**src/hdl/timer16_consts.svh**
```systemverilog
`ifndef TIMER16_CONSTS_SVH
`define TIMER16_CONSTS_SVH

// counter and preload width
`define T16_WIDTH 16
// internal timer clock is the system clock divided by this ratio
`define T16_SYS_DIV 4
// prescale phase after which the divided clock falls
`define T16_DIV_LAST 2'h3
`define T16_DIV_RST 2'h0
// reset values
`define T16_COUNT_RST 16'h0000
`define T16_PRELOAD_RST 16'h0000
`define T16_RUN_RST 1'b0
`define T16_PFD_RST 1'b0

`endif

```
**src/hdl/timer16_pkg.sv**
```systemverilog
package timer16_pkg;

  typedef enum logic [1:0] {
    MODE_NONE    = 2'b00,
    MODE_EVENT   = 2'b01,
    MODE_TIMER   = 2'b10,
    MODE_CAPTURE = 2'b11
  } mode_type;

  typedef enum logic [1:0] {
    CAP_WAIT  = 2'b00,
    CAP_START = 2'b01,
    CAP_COUNT = 2'b10
  } cap_state_type;

endpackage : timer16_pkg

```
**src/hdl/edge_if.sv**
```systemverilog
interface edge_if;
  logic level;
  logic rise;
  logic fall;
  modport producer (output level, output rise, output fall);
  modport consumer (input level, input rise, input fall);
endinterface : edge_if

```
**src/hdl/edge_sync.sv**
```systemverilog
module edge_sync (
  // clock and reset
  input wire logic clock,
  input wire logic rst_b,
  // raw level
  input wire logic raw,
  // synchronised level and edge pulses
  edge_if.producer edges
);

  logic meta_r;
  logic sync_r;
  logic last_r;

  // meta_r feeds only sync_r; edges are taken from the settled stages
  always_ff @(posedge clock) begin
    if (!rst_b) begin
      meta_r <= 1'b0;
      sync_r <= 1'b0;
      last_r <= 1'b0;
    end else begin
      meta_r <= raw;
      sync_r <= meta_r;
      last_r <= sync_r;
    end
  end

  assign edges.level = sync_r;
  assign edges.rise = sync_r & ~last_r;
  assign edges.fall = ~sync_r & last_r;

endmodule : edge_sync

```
**src/hdl/timer16_event_capture_pfd.sv**
```systemverilog
// Overview of operation
// - mode bits 10 select timer mode
// - timer counts falling edges of fsys/4 or rc
// - overflow raises interrupt, reloads preload, keeps counting
// - overflow wakes; interrupt masked by enable bit
// - mode bits 01 select pin-clocked event counting
// - edge select low rising, high falling
// - counter runs only while run enable set
// - event counting continues during idle or sleep
// - mode bits 11 select capture, internal clock
// - capture waits idle for active pin edge
// - capture starts on active edge, stops on return
// - capture end clears run enable, single shot
// - other modes never clear run enable themselves
// - counter holds residual width; transitions, not levels
// - each overflow toggles divider output when selected
// - divider output low while gate bit zero
// - pull-high stays active while pin is input
// - mode 00 does nothing; 01,10,11 as listed
// - preload write when stopped also loads counter
// - event pin edges count at once; capture pin edges act at next timer clock
`include "timer16_consts.svh"

module timer16_event_capture_pfd
  import timer16_pkg::*;
#(
  parameter int WIDTH = `T16_WIDTH
) (
  // clock and reset
  input wire logic clock,
  input wire logic rst_b,
  // control bits
  input wire logic mode_select_hi,
  input wire logic mode_select_lo,
  input wire logic clock_source_select,
  input wire logic active_edge_select,
  input wire logic pfd_select,
  input wire logic overflow_irq_enable,
  // run enable write port
  input wire logic run_enable_write,
  input wire logic run_enable_wdata,
  // preload write port
  input wire logic preload_write,
  input wire logic [WIDTH-1:0] preload_wdata,
  // pins and port configuration
  input wire logic low_speed_rc_clock,
  input wire logic external_count_input,
  input wire logic port_e_direction,
  input wire logic divider_output_gate,
  input wire logic pull_high_enable,
  // status and outputs
  output logic counter_run_enable,
  output logic [WIDTH-1:0] counter_value,
  output logic overflow_irq,
  output logic wake_up,
  output logic freq_divider_output,
  output logic pull_high_active
);

  localparam logic [WIDTH-1:0] ALL_ONES = '1;
  localparam logic [WIDTH-1:0] ONE = {{(WIDTH-1){1'b0}}, 1'b1};

  edge_if low_speed_rc_clock_edge ();
  edge_if pin_edge ();

  edge_sync u_low_speed_rc_clock_sync (
    .clock(clock),
    .rst_b(rst_b),
    .raw(low_speed_rc_clock),
    .edges(low_speed_rc_clock_edge.producer)
  );

  edge_sync u_pin_sync (
    .clock(clock),
    .rst_b(rst_b),
    .raw(external_count_input),
    .edges(pin_edge.producer)
  );

  mode_type mode;
  cap_state_type cap_state_r;
  logic [1:0] div_r;
  logic [WIDTH-1:0] count_r;
  logic [WIDTH-1:0] preload_r;
  logic run_r;
  logic stop_seen_r;
  logic toggle_r;
  logic irq_r;
  logic wake_r;
  logic pfd_out_r;
  logic pull_r;
  logic timer_tick;
  logic pin_ok;
  logic count_edge;
  logic start_edge;
  logic stop_edge;
  logic stop_now;
  logic cap_done;
  logic inc;
  logic ovf;

  assign mode = mode_type'({mode_select_hi, mode_select_lo});

  // free-running divide by four of the system clock
  always_ff @(posedge clock) begin
    if (!rst_b) begin
      div_r <= `T16_DIV_RST;
    end else begin
      div_r <= div_r + 2'h1;
    end
  end

  // tick marks the high-to-low transition of the chosen timer clock
  always_comb begin
    timer_tick = clock_source_select ? low_speed_rc_clock_edge.fall : (div_r == `T16_DIV_LAST);
  end

  // pin edges only count while the port treats the pin as an input
  always_comb begin
    pin_ok = port_e_direction;
    count_edge = pin_ok && (active_edge_select ? pin_edge.fall : pin_edge.rise);
    start_edge = pin_ok && (active_edge_select ? pin_edge.rise : pin_edge.fall);
    stop_edge = pin_ok && (active_edge_select ? pin_edge.fall : pin_edge.rise);
    stop_now = stop_seen_r || stop_edge;
  end

  // a stop edge takes effect at the next timer tick, so a short pulse still ends
  always_comb begin
    cap_done = run_r && (mode == MODE_CAPTURE) && (cap_state_r == CAP_COUNT)
               && timer_tick && stop_now;
  end

  always_comb begin
    inc = 1'b0;
    if (run_r) begin
      case (mode)
        MODE_TIMER: inc = timer_tick;
        MODE_EVENT: inc = count_edge;
        MODE_CAPTURE: begin
          inc = timer_tick && ((cap_state_r == CAP_START)
                || ((cap_state_r == CAP_COUNT) && !stop_now));
        end
        default: inc = 1'b0;
      endcase
    end
  end

  assign ovf = inc && (count_r == ALL_ONES);

  // capture sequencer, parked whenever the block is stopped or in another mode
  always_ff @(posedge clock) begin
    if (!rst_b) begin
      cap_state_r <= CAP_WAIT;
      stop_seen_r <= 1'b0;
    end else if (!run_r || (mode != MODE_CAPTURE)) begin
      cap_state_r <= CAP_WAIT;
      stop_seen_r <= 1'b0;
    end else begin
      case (cap_state_r)
        CAP_WAIT: begin
          if (start_edge) begin
            cap_state_r <= CAP_START;
          end
        end
        CAP_START: begin
          if (timer_tick) begin
            cap_state_r <= CAP_COUNT;
          end
          if (stop_edge) begin
            stop_seen_r <= 1'b1;
          end
        end
        CAP_COUNT: begin
          if (cap_done) begin
            cap_state_r <= CAP_WAIT;
            stop_seen_r <= 1'b0;
          end else if (stop_edge) begin
            stop_seen_r <= 1'b1;
          end
        end
        default: begin
          cap_state_r <= CAP_WAIT;
          stop_seen_r <= 1'b0;
        end
      endcase
    end
  end

  // a software write in the same cycle as the automatic clear wins
  always_ff @(posedge clock) begin
    if (!rst_b) begin
      run_r <= `T16_RUN_RST;
    end else if (run_enable_write) begin
      run_r <= run_enable_wdata;
    end else if (cap_done) begin
      run_r <= 1'b0;
    end
  end

  always_ff @(posedge clock) begin
    if (!rst_b) begin
      preload_r <= `T16_PRELOAD_RST;
    end else if (preload_write) begin
      preload_r <= preload_wdata;
    end
  end

  always_ff @(posedge clock) begin
    if (!rst_b) begin
      count_r <= `T16_COUNT_RST;
    end else if (preload_write && !run_r) begin
      count_r <= preload_wdata;
    end else if (ovf) begin
      count_r <= preload_r;
    end else if (inc) begin
      count_r <= count_r + ONE;
    end
  end

  // overflow events; wake-up is raised whatever the interrupt enable says
  always_ff @(posedge clock) begin
    if (!rst_b) begin
      irq_r <= 1'b0;
      wake_r <= 1'b0;
    end else begin
      irq_r <= ovf && overflow_irq_enable;
      wake_r <= ovf;
    end
  end

  // divider output: toggled by overflow, gated by select and port data bit
  always_ff @(posedge clock) begin
    if (!rst_b) begin
      toggle_r <= `T16_PFD_RST;
      pfd_out_r <= `T16_PFD_RST;
    end else begin
      toggle_r <= toggle_r ^ ovf;
      pfd_out_r <= pfd_select && divider_output_gate && toggle_r;
    end
  end

  // the pull-high follows its enable regardless of the pin's counter role
  always_ff @(posedge clock) begin
    if (!rst_b) begin
      pull_r <= 1'b0;
    end else begin
      pull_r <= pull_high_enable;
    end
  end

  assign counter_run_enable = run_r;
  assign counter_value = count_r;
  assign overflow_irq = irq_r;
  assign wake_up = wake_r;
  assign freq_divider_output = pfd_out_r;
  assign pull_high_active = pull_r;
endmodule : timer16_event_capture_pfd

```
**config.mk**
```make
export PLATFORM = sky130hd
export DESIGN_NAME = timer16_event_capture_pfd
export DESIGN_NICKNAME = d
export VERILOG_FILES = /design/src/hdl/timer16_pkg.sv /design/src/hdl/edge_if.sv /design/src/hdl/edge_sync.sv /design/src/hdl/timer16_event_capture_pfd.sv
export VERILOG_INCLUDE_DIRS = /design/src /design/src/hdl
export SDC_FILE = /design/constraint.sdc
export NUM_CORES = 1
export LEC_CHECK = 0
export ABC_AREA = 1
export BUFFER_PORTS_ARGS = -buffer_cell sky130_fd_sc_hd__buf_4
export CAP_MARGIN = 20
export CORE_ASPECT_RATIO = 0.9
export CORE_MARGIN = 8
export CORE_UTILIZATION = 49
export CTS_CLUSTER_DIAMETER = 120
export DETAILED_ROUTE_END_ITERATION = 8
export GPL_TIMING_DRIVEN = 1
export PLACE_DENSITY = 0.76
export SETUP_SLACK_MARGIN = 0.02
export SLEW_MARGIN = 40
export SYNTH_ARGS = -nofsm -noshare
export SYNTH_HDL_FRONTEND = slang
export SYNTH_SLANG_ARGS = --single-unit
```
**constraint.sdc**
```tcl
create_clock -name clock -period 1.72 [get_ports clock]
set_input_delay 0.258 -clock clock [delete_from_list [all_inputs] [get_ports clock]]
set_output_delay 0.258 -clock clock [all_outputs]
set_load 0.01 [all_outputs]
```
==> results of run 1 <==
==> logic make-up (layout without fill, tap and decap cells) <==
| family | count (synthesis) | count (layout) | share of synthesized area [%] |
|---|---|---|---|
| DFF | 49 | 49 | 37.4 |
| xor gates and xnor gates | 14 | 14 | 4.67 |
| buffers and inverters | 97 | 172 | 14.6 |
| and+or+nand+nor | 146 | 147 | 25.9 |
| AOI/OAI and AO/OA | 74 | 74 | 14.6 |
| adders and majority gates | 6 | 6 | 2.86 |
==> metal layers <==
metal	routed length (um)	GRT usage, %	vias up
met5	0	0	-
met4	126	6.14	0
met3	437	3.70	14
met2	3480	31.2	97
met1	3140	20.8	1182
li1	-	-	1376
==> final cells by class <==
type                    instances  area share [%]
inverters                      80            8.66
clock buffers                   5            1.95
clock inverters                 3            1.42
multi-input cells             241            38.4
flip-flops and latches         49            28.2
repair buffers                 84            19.0
well taps                      67            2.38
==> registers in the layout, summed over array words and instances (netlist names) <==
| name | cells |
|---|---|
| div_r | 2 |
| freq_divider_output | 1 |
| u_pin_sync.edges.level | 1 |
| toggle_r | 1 |
| u_low_speed_rc_clock_sync.meta_r | 1 |
| wake_up | 1 |
| u_pin_sync.meta_r | 1 |
| stop_seen_r | 1 |
| cap_state_r | 2 |
| pull_high_active | 1 |
| u_pin_sync.last_r | 1 |
| counter_run_enable | 1 |
| u_low_speed_rc_clock_sync.edges.level | 1 |
| overflow_irq | 1 |
| counter_value | 16 |
| u_low_speed_rc_clock_sync.last_r | 1 |
| preload_r | 16 |
==> worst max-delay path: cells and delay by family (launching register included) <==
kind / cells / cell delay [ns]
compound gates: 1 / 0.14
fa+ha+maj: 1 / 0.15
buf+inv: 1 / 0.16
flops: 1 / 0.38
simple gates: 9 / 0.93
==> synth_stat cells (all sizes together) <==
library cell,instances
o22ai,1
dfxtp,49
xor2,10
nor2,22
buf,7
a21oi,33
a22oi,1
xnor2,4
clkbuf,10
nand4,8
o21a,2
nand3,55
nor3,1
ha,6
nand2,58
o21ai,34
nor3b,2
a21boi,1
clkinv,1
inv,79
a31oi,2
==> what timing repair did <==
item                                   CTS  global route
setup buffers                            4             3
setup endpoints to repair               18            19
resized for setup                       12            11
hold buffers                             0             0
pin swaps                                8             7
endpoints found under the hold margin    0             0
cloned                                   1             0
==> worst min path at each step <==
stage / from / to / slack [ns] / depth (start not counted)
final: low_speed_rc_clock / u_low_speed_rc_clock_sync.meta_r$_SDFF_PN0_ / 0.12 / 3
after global routing: pull_high_enable / pull_high_active$_SDFF_PN0_ / 0.12 / 3
after CTS: low_speed_rc_clock / u_low_speed_rc_clock_sync.meta_r$_SDFF_PN0_ / 0.12 / 3
after detailed placement: u_low_speed_rc_clock_sync.meta_r$_SDFF_PN0_ / u_low_speed_rc_clock_sync.edges.level$_SDFF_PN0_ / 0.40 / 2
after global placement: u_pin_sync.meta_r$_SDFF_PN0_ / u_pin_sync.edges.level$_SDFF_PN0_ / 0.39 / 2
after floorplan: pull_high_enable / pull_high_active$_SDFF_PN0_ / 0.36 / 2
==> metrics by stage <==
| step | area, sq um | setup TNS (ns) | hold slack, ns |
|---|---|---|---|
| final | 3520 | -1.03 | 0.122 |
| after global routing | 3520 | -3.09 | 0.121 |
| after CTS | 3460 | -0.357 | 0.120 |
| after detailed placement | 3260 | -1.67 | 0.402 |
| after global placement | 3260 | -0.257 | 0.393 |
| after floorplan | 2660 | -0.749 | 0.356 |
==> power by group <==
group | internal [mW] | switching [mW]
logic | 0.195 | 0.220
clock network | 0.446 | 0.418
registers | 1.20 | 0.0467
total | 1.84 | 0.685
==> results summary, run 1 <==
The maximum number of buffers from clock root to sink is 2. The number of CTS-inserted buffers is 5. During I/O placement, the number of pins put on the boundary was 53.

The length of the first detailed-routing pass in iterations is 5. The total number of yosys warnings is 0. The smallest setup slack after layout is -0.109 ns. The worst-case headroom to the max-slew limit came out at 78.2%. The highest ir drop seen on vdd came out at ~0.45 mV. At the worst endpoint, the required time is 1.97 ns. Leaving out fill and tap cells, the most frequent cell in the layout is buf_4. At the worst endpoint, the arrival time is ~2.1 ns. The post-synthesis to final-layout area growth is 34.2%. The area of the mapped netlist came out at between 2000 and 3000 sq um. The initial detailed-routing violation count came out at 123. The number of nets produced by synthesis came out at 424. The remaining routing DRC violations is 0. The maximum level of the CTS H-tree is 2.

Dividing total power by cell area gives a power density of 716 nW/um^2. The clock latency at the later pin of the worst-skew pair is just over 0.3 ns. The final wirelength came out at 7.18 mm. The average footprint of a synthesized cell is 6.80 sq um. The number of placement rows is 25.

After clock tree synthesis, the clock-pin slew on the worst setup and hold paths is 0.10 ns. Measured along the y axis, the die boundary spans 85.5 um. On the critical path, the stage with the largest delay is an instance of dfxtp_4.

The library cells used most frequently in the layout, excluding fill and tap cells, are buf_4, inv_1, nand2_1, nand3_1, dfxtp_1. The fraction of layout instances using a drive strength above 1 is 25.3%. The critical register-to-register path endpoint is counter_value[11]$_SDFFE_PN0P_. By area the synthesized netlist is led by dfxtp_1, inv_1, nand3_1. At the end of routability-driven placement, the weighted congestion stood at approximately 0.85.

The max-capacitance violation count came out at 0. The number of setup violations in the final report came out at 17. For flop-to-flop paths, the worst setup slack is -0.11 ns.

For the worst flop-to-flop path, the logic depth is 12. The number of nets with antenna violations after detailed routing came out at 0. The worst hold path belongs to the class primary input to flop. The most critical setup path has its endpoint at counter_value[11]$_SDFFE_PN0P_.

The critical path starts at counter_value[0]$_SDFFE_PN0P_. The synthesized design spends more area on one cell type than any other, namely dfxtp_1. Cells fill 67.5% of the core in the end. The die boundary width is 93.2 um. In this run the standard cell core region covers 5220 sq um. The number of antenna diodes in the final layout is 0. The count of port buffers added during placement came out at 52.

The number of antenna violations at the first check in global routing came to 0. The share of the synthesized area in the top cell type came out at between 30% and 40%. The via count of the first global-routing pass is approximately 2,600. The die area is 7960 sq um. The count of non-filler cells in the finished layout is 529. Clock tree synthesis found a total of 49 sinks. The origin of the critical flop-to-flop path is counter_value[0]$_SDFFE_PN0P_. Setup repair after global routing could not meet its margin everywhere. Walking the worst path, the cells encountered are ha_4 -> nand2_4 -> nor2_4 -> nand2_2 -> nor2_4 -> nand3_4 -> nor3b_4 -> buf_6 -> nand2_4 -> nand2_1 -> nand3_1 -> a21oi_2. The routed wire length per instance is 13.6 um. The count of final hold-check violations is 0.

The type of the worst setup path is flop to flop. The delay of the slowest critical-path stage came out at 0.38 ns. At the end of the flow, the number of nets in the layout was 499. The via count of the routed design came out at 2,669. Entering global routing, the biggest net connects 31 pins. The final count of pins violating max slew is 0. The netlist uses 29 different library cells. The worst-path maximum fanout is 8.

Overall power consumption after layout is estimated at 2.52 mW. The final HPWL from detailed placement came out at around 5 mm. The number of fillers in the final layout is between 400 and 500.

The ratio of final minimum period to clock period is 106%. The highest clock rate came out at 547 MHz. The combined area of the multi-input logic cells came out at 1350 sq um. The instance count of the mapped netlist came out at 386. The startpoint kind of the worst setup timing path is a flop.

Subtracting the final worst setup slack from the clock period gives 1.83 ns. Between clock sinks in the finished design, the worst skew comes to 0.0127 ns. Across every metal layer, demand over resource in global routing totals 17.8%. The sequential cell area fraction in the yosys report came out at 37.4%. The tree is rooted in a clkbuf_8.

The run finished, with violations left. The area used by sequential logic in the layout came out at about 990 sq um. At the pin with the least slew margin, the transition time is 0.326 ns. The leakage power total is approximately 1.8 nW. The checks that failed: setup timing. The number of synthesized register bits is 49.

The wire length of the first global-routing pass is ~12 mm. Once placement completed, the tool counted placed cells totaling 513. The remaining global-route overflow is 0. The initial cell density of the core came out at 50.3%. The critical path capture point type is a flop. The placement-stage worst setup slack came out at -0.150 ns. TritonCTS built the clock tree. Using the TritonRoute via totals, the vias-per-cell ratio works out to 5.05.
Note: power is estimated with default switching activity, not from simulation.
==> inputs of run 2 (changes only) <==
Settings changed: SYNTH_HIERARCHICAL from default to 1.
==> results summary, run 2 <==
The run finished, with violations left. The final reports fail on setup timing. The library cell used most frequently in the layout, excluding fill and tap cells, is buf_4.

The top cell types in the final layout, fill and taps aside, are buf_4, nand2_1, inv_1, dfxtp_1, nand3_1. The length of the first detailed-routing pass in iterations came out at 7. The clock root buffer is clkbuf_8.

The fraction of layout instances using a drive strength above 1 is 36.3%. The wire length of the first global-routing pass is 12.7 mm. The tightest min-delay check is of the primary input to flop type.

The share of total power dissipated in sequential elements is 51.2%. The clock latency at the later pin of the worst-skew pair is 0.32 ns. The die boundary width came out at ~93 um.

The global-route total usage across every layer came out at 19.5%. The initial cell density of the core came out at 50.4%. The total number of yosys warnings is 6. The y dimension of the die came out at between 80 and 90 um.

The worst-case headroom to the max-slew limit came out at 56.5%. In this run the critical register-to-register path is captured at counter_value[3]$_SDFFE_PN0P_. The critical path starts at u_pin_sync/last_r$_SDFF_PN0_. The worst-path maximum fanout came out at 6. The required time of the critical path came out at 1.96 ns. The final count of pins violating max slew came out at 0.

The setup slack of the worst register-to-register path came out at -0.14 ns. In the global route stage, met1 resource usage came out at between 20% and 30%. The net count reported at finish is between 500 and 600.

The antenna diode instance count is 0. After clock tree synthesis, the flow added hold-fix buffers numbering 0. The via count of the first global-routing pass is around 2,800. Synthesis produced a netlist with a net count of 419. The number of CTS-inserted buffers came out at 5.

From synthesis to final layout, the design area changed by 46.4%. Walking the worst path, the cells encountered are inv_1 -> nor2_2 -> inv_1 -> nand2_2 -> nand3_4 -> nand3_2 -> nand2_2 -> nand2_4 -> nand2_8 -> nand2_8 -> clkbuf_16 -> nand3_1 -> nand2_1 -> inv_1 -> a21oi_1. The worst setup path is of the flop to flop kind. The overall power consumption is 2.42 mW.

The highest clock rate is 537 MHz. The worst hold path passes through 3 cells. The final critical path time including I/O delays and setup came out at 1.86 ns. The highest ir drop seen on vdd came out at slightly above 0.5 mV. The critical path capture point type is a flop. The number of cells after detailed placement is slightly above 500. The largest single stage delay on the critical path is 0.36 ns. The path length in cells of the critical path is 15. The via count of the routed design is 3,047. The floorplan step defined a core boundary enclosing 5190 sq um. The share of total power dissipated in the clock network is around 29%. The most critical setup path has its endpoint at counter_value[3]$_SDFFE_PN0P_. The maximum number of buffers from clock root to sink is 2. The global routing stage identified its most utilized layer as met2. Dividing the detail-routed wire length by the instance count gives 16.5 um. The area of the mapped netlist came out at 2620 sq um. The average instance in the mapped netlist occupies 6.86 sq um. The cell that appears most often on the critical path is inv_1. The worst setup path is launched from a flop. The initial detailed-routing violation count is about 350. The leakage power total is roughly 1.8 nW. The count of final hold-check violations came out at 0. Once layout is complete, the cells apart from fillers number ~540.

The max-capacitance violation count came out at 0. The number of ports placed on the die boundary is 53. The met3 capacity usage during global routing came out at 3.97%. Clock-pin slew was measured on the worst setup and hold paths at 0.09 ns. The smallest setup slack after layout came out at -0.143 ns. The final sum of negative setup slack came out at -0.529 ns. Summed over all nets, the switching power comes to 714 uW. The detail route stage leaves a number of antenna-violating nets equal to 0.

The data arrival time of the worst path is ~2.1 ns. The number of antenna violations at the first check in global routing is 0. The instance count of the mapped netlist came out at 381. The worst-case hold slack is 0.118 ns. The met2 track demand over resource came out at 32.1%. The remaining global-route overflow is 0. The cell area after placement is between 3000 and 4000 sq um.

The final HPWL from detailed placement came out at 5.27 mm. The startpoint identified for the worst register-to-register timing path is u_pin_sync/last_r$_SDFF_PN0_. The total buffers and inverters traversed by the critical path is 4. The maximum clock skew at final layout came out at 0.00814 ns. In this design, the largest share of critical-path delay is due to simple AND/OR/NAND/NOR gates. The die area is 7930 sq um. Setup repair after global routing could not meet its margin everywhere.

The final wirelength came out at 8.99 mm. The ratio of final minimum period to clock period came out at 108%. Before CTS, the worst setup slack after placement is -0.0414 ns.

The number of cells on the worst reg-to-reg path came out at 15. The post-route standard cell area excluding fillers came out at 3830 sq um. The number of placement rows is 25.

For this run, design rule violations remaining after detail routing come to 0. The power density normalized to cell area came out at 633 nW/um^2. The pin count of the biggest net entering global routing came out at 27. The count of port buffers added during placement is 52. The switching share of power is 29.5%. The part of the total power dissipated in combinational logic is ~20%. The transition time at the pin with the least slew margin is 0.651 ns. Routability-driven placement finished with a final weighted congestion of 0.867. The design internal power came out at 1.71 mW.

The standard cell with the maximum stage delay on the critical path is dfxtp_2. TritonCTS built the clock tree. The maximum level of the CTS H-tree came out at 2. The via density per instance came out at 5.60.

The number of clock sinks is 49. Setup violations remaining at the end of the flow were counted as 15. The final standard cell utilization of the core is 73.7%.
run 2: cell type report:
class                      count  area [sq um]
timing repair buffer          98           843
inverter                      64           243
fill                         386          1360
sequential                    49           992
multi-input combinational    258          1580
clock buffer                   6          72.6
tap                           67          83.8
clock inverter                 2          13.8
run 2: per-layer routing:
metal	vias to the layer above	share of wire (%)
met5	-	0
met1	1424	40
met4	0	3.8
met3	44	8.6
li1	1411	-
met2	168	47
run 2: repair_timing:
action / CTS / global route
endpoints found under the setup margin: 16 / 21
hold endpoints to repair: 0 / 0
buffers inserted: 4 / 11
gates resized for setup: 12 / 58
gates cloned: 1 / 3
pin swaps: 4 / 38
run 2: how the worst min path moves through the flow:
stage | slack, ns | to | from
finish | 0.12 | u_pin_sync/meta_r$_SDFF_PN0_ | external_count_input
global route | 0.12 | pull_high_active$_SDFF_PN0_ | pull_high_enable
CTS | 0.11 | u_pin_sync/meta_r$_SDFF_PN0_ | external_count_input
detailed placement | 0.40 | u_pin_sync/edges.level$_SDFF_PN0_ | u_pin_sync/meta_r$_SDFF_PN0_
global placement | 0.39 | u_pin_sync/edges.level$_SDFF_PN0_ | u_pin_sync/meta_r$_SDFF_PN0_
floorplan | 0.35 | u_low_speed_rc_clock_sync/edges.level$_SDFF_PN0_ | rst_b
run 2: power groups by stage:
stage / Combinational [mW] / Sequential (mW) / Clock [mW]
after floorplan: 0.188 / 1.28 / 0
after global placement: 0.396 / 1.26 / 0
after detailed placement: 0.408 / 1.26 / 0
after CTS: 0.428 / 1.23 / 0.706
after global routing: 0.529 / 1.25 / 0.757
final: 0.486 / 1.24 / 0.697
run 2: tightest hold or removal path: stages:
cell and delay [ns]:
buf_4 0.08, nand2_1 0.04, inv_1 0.04
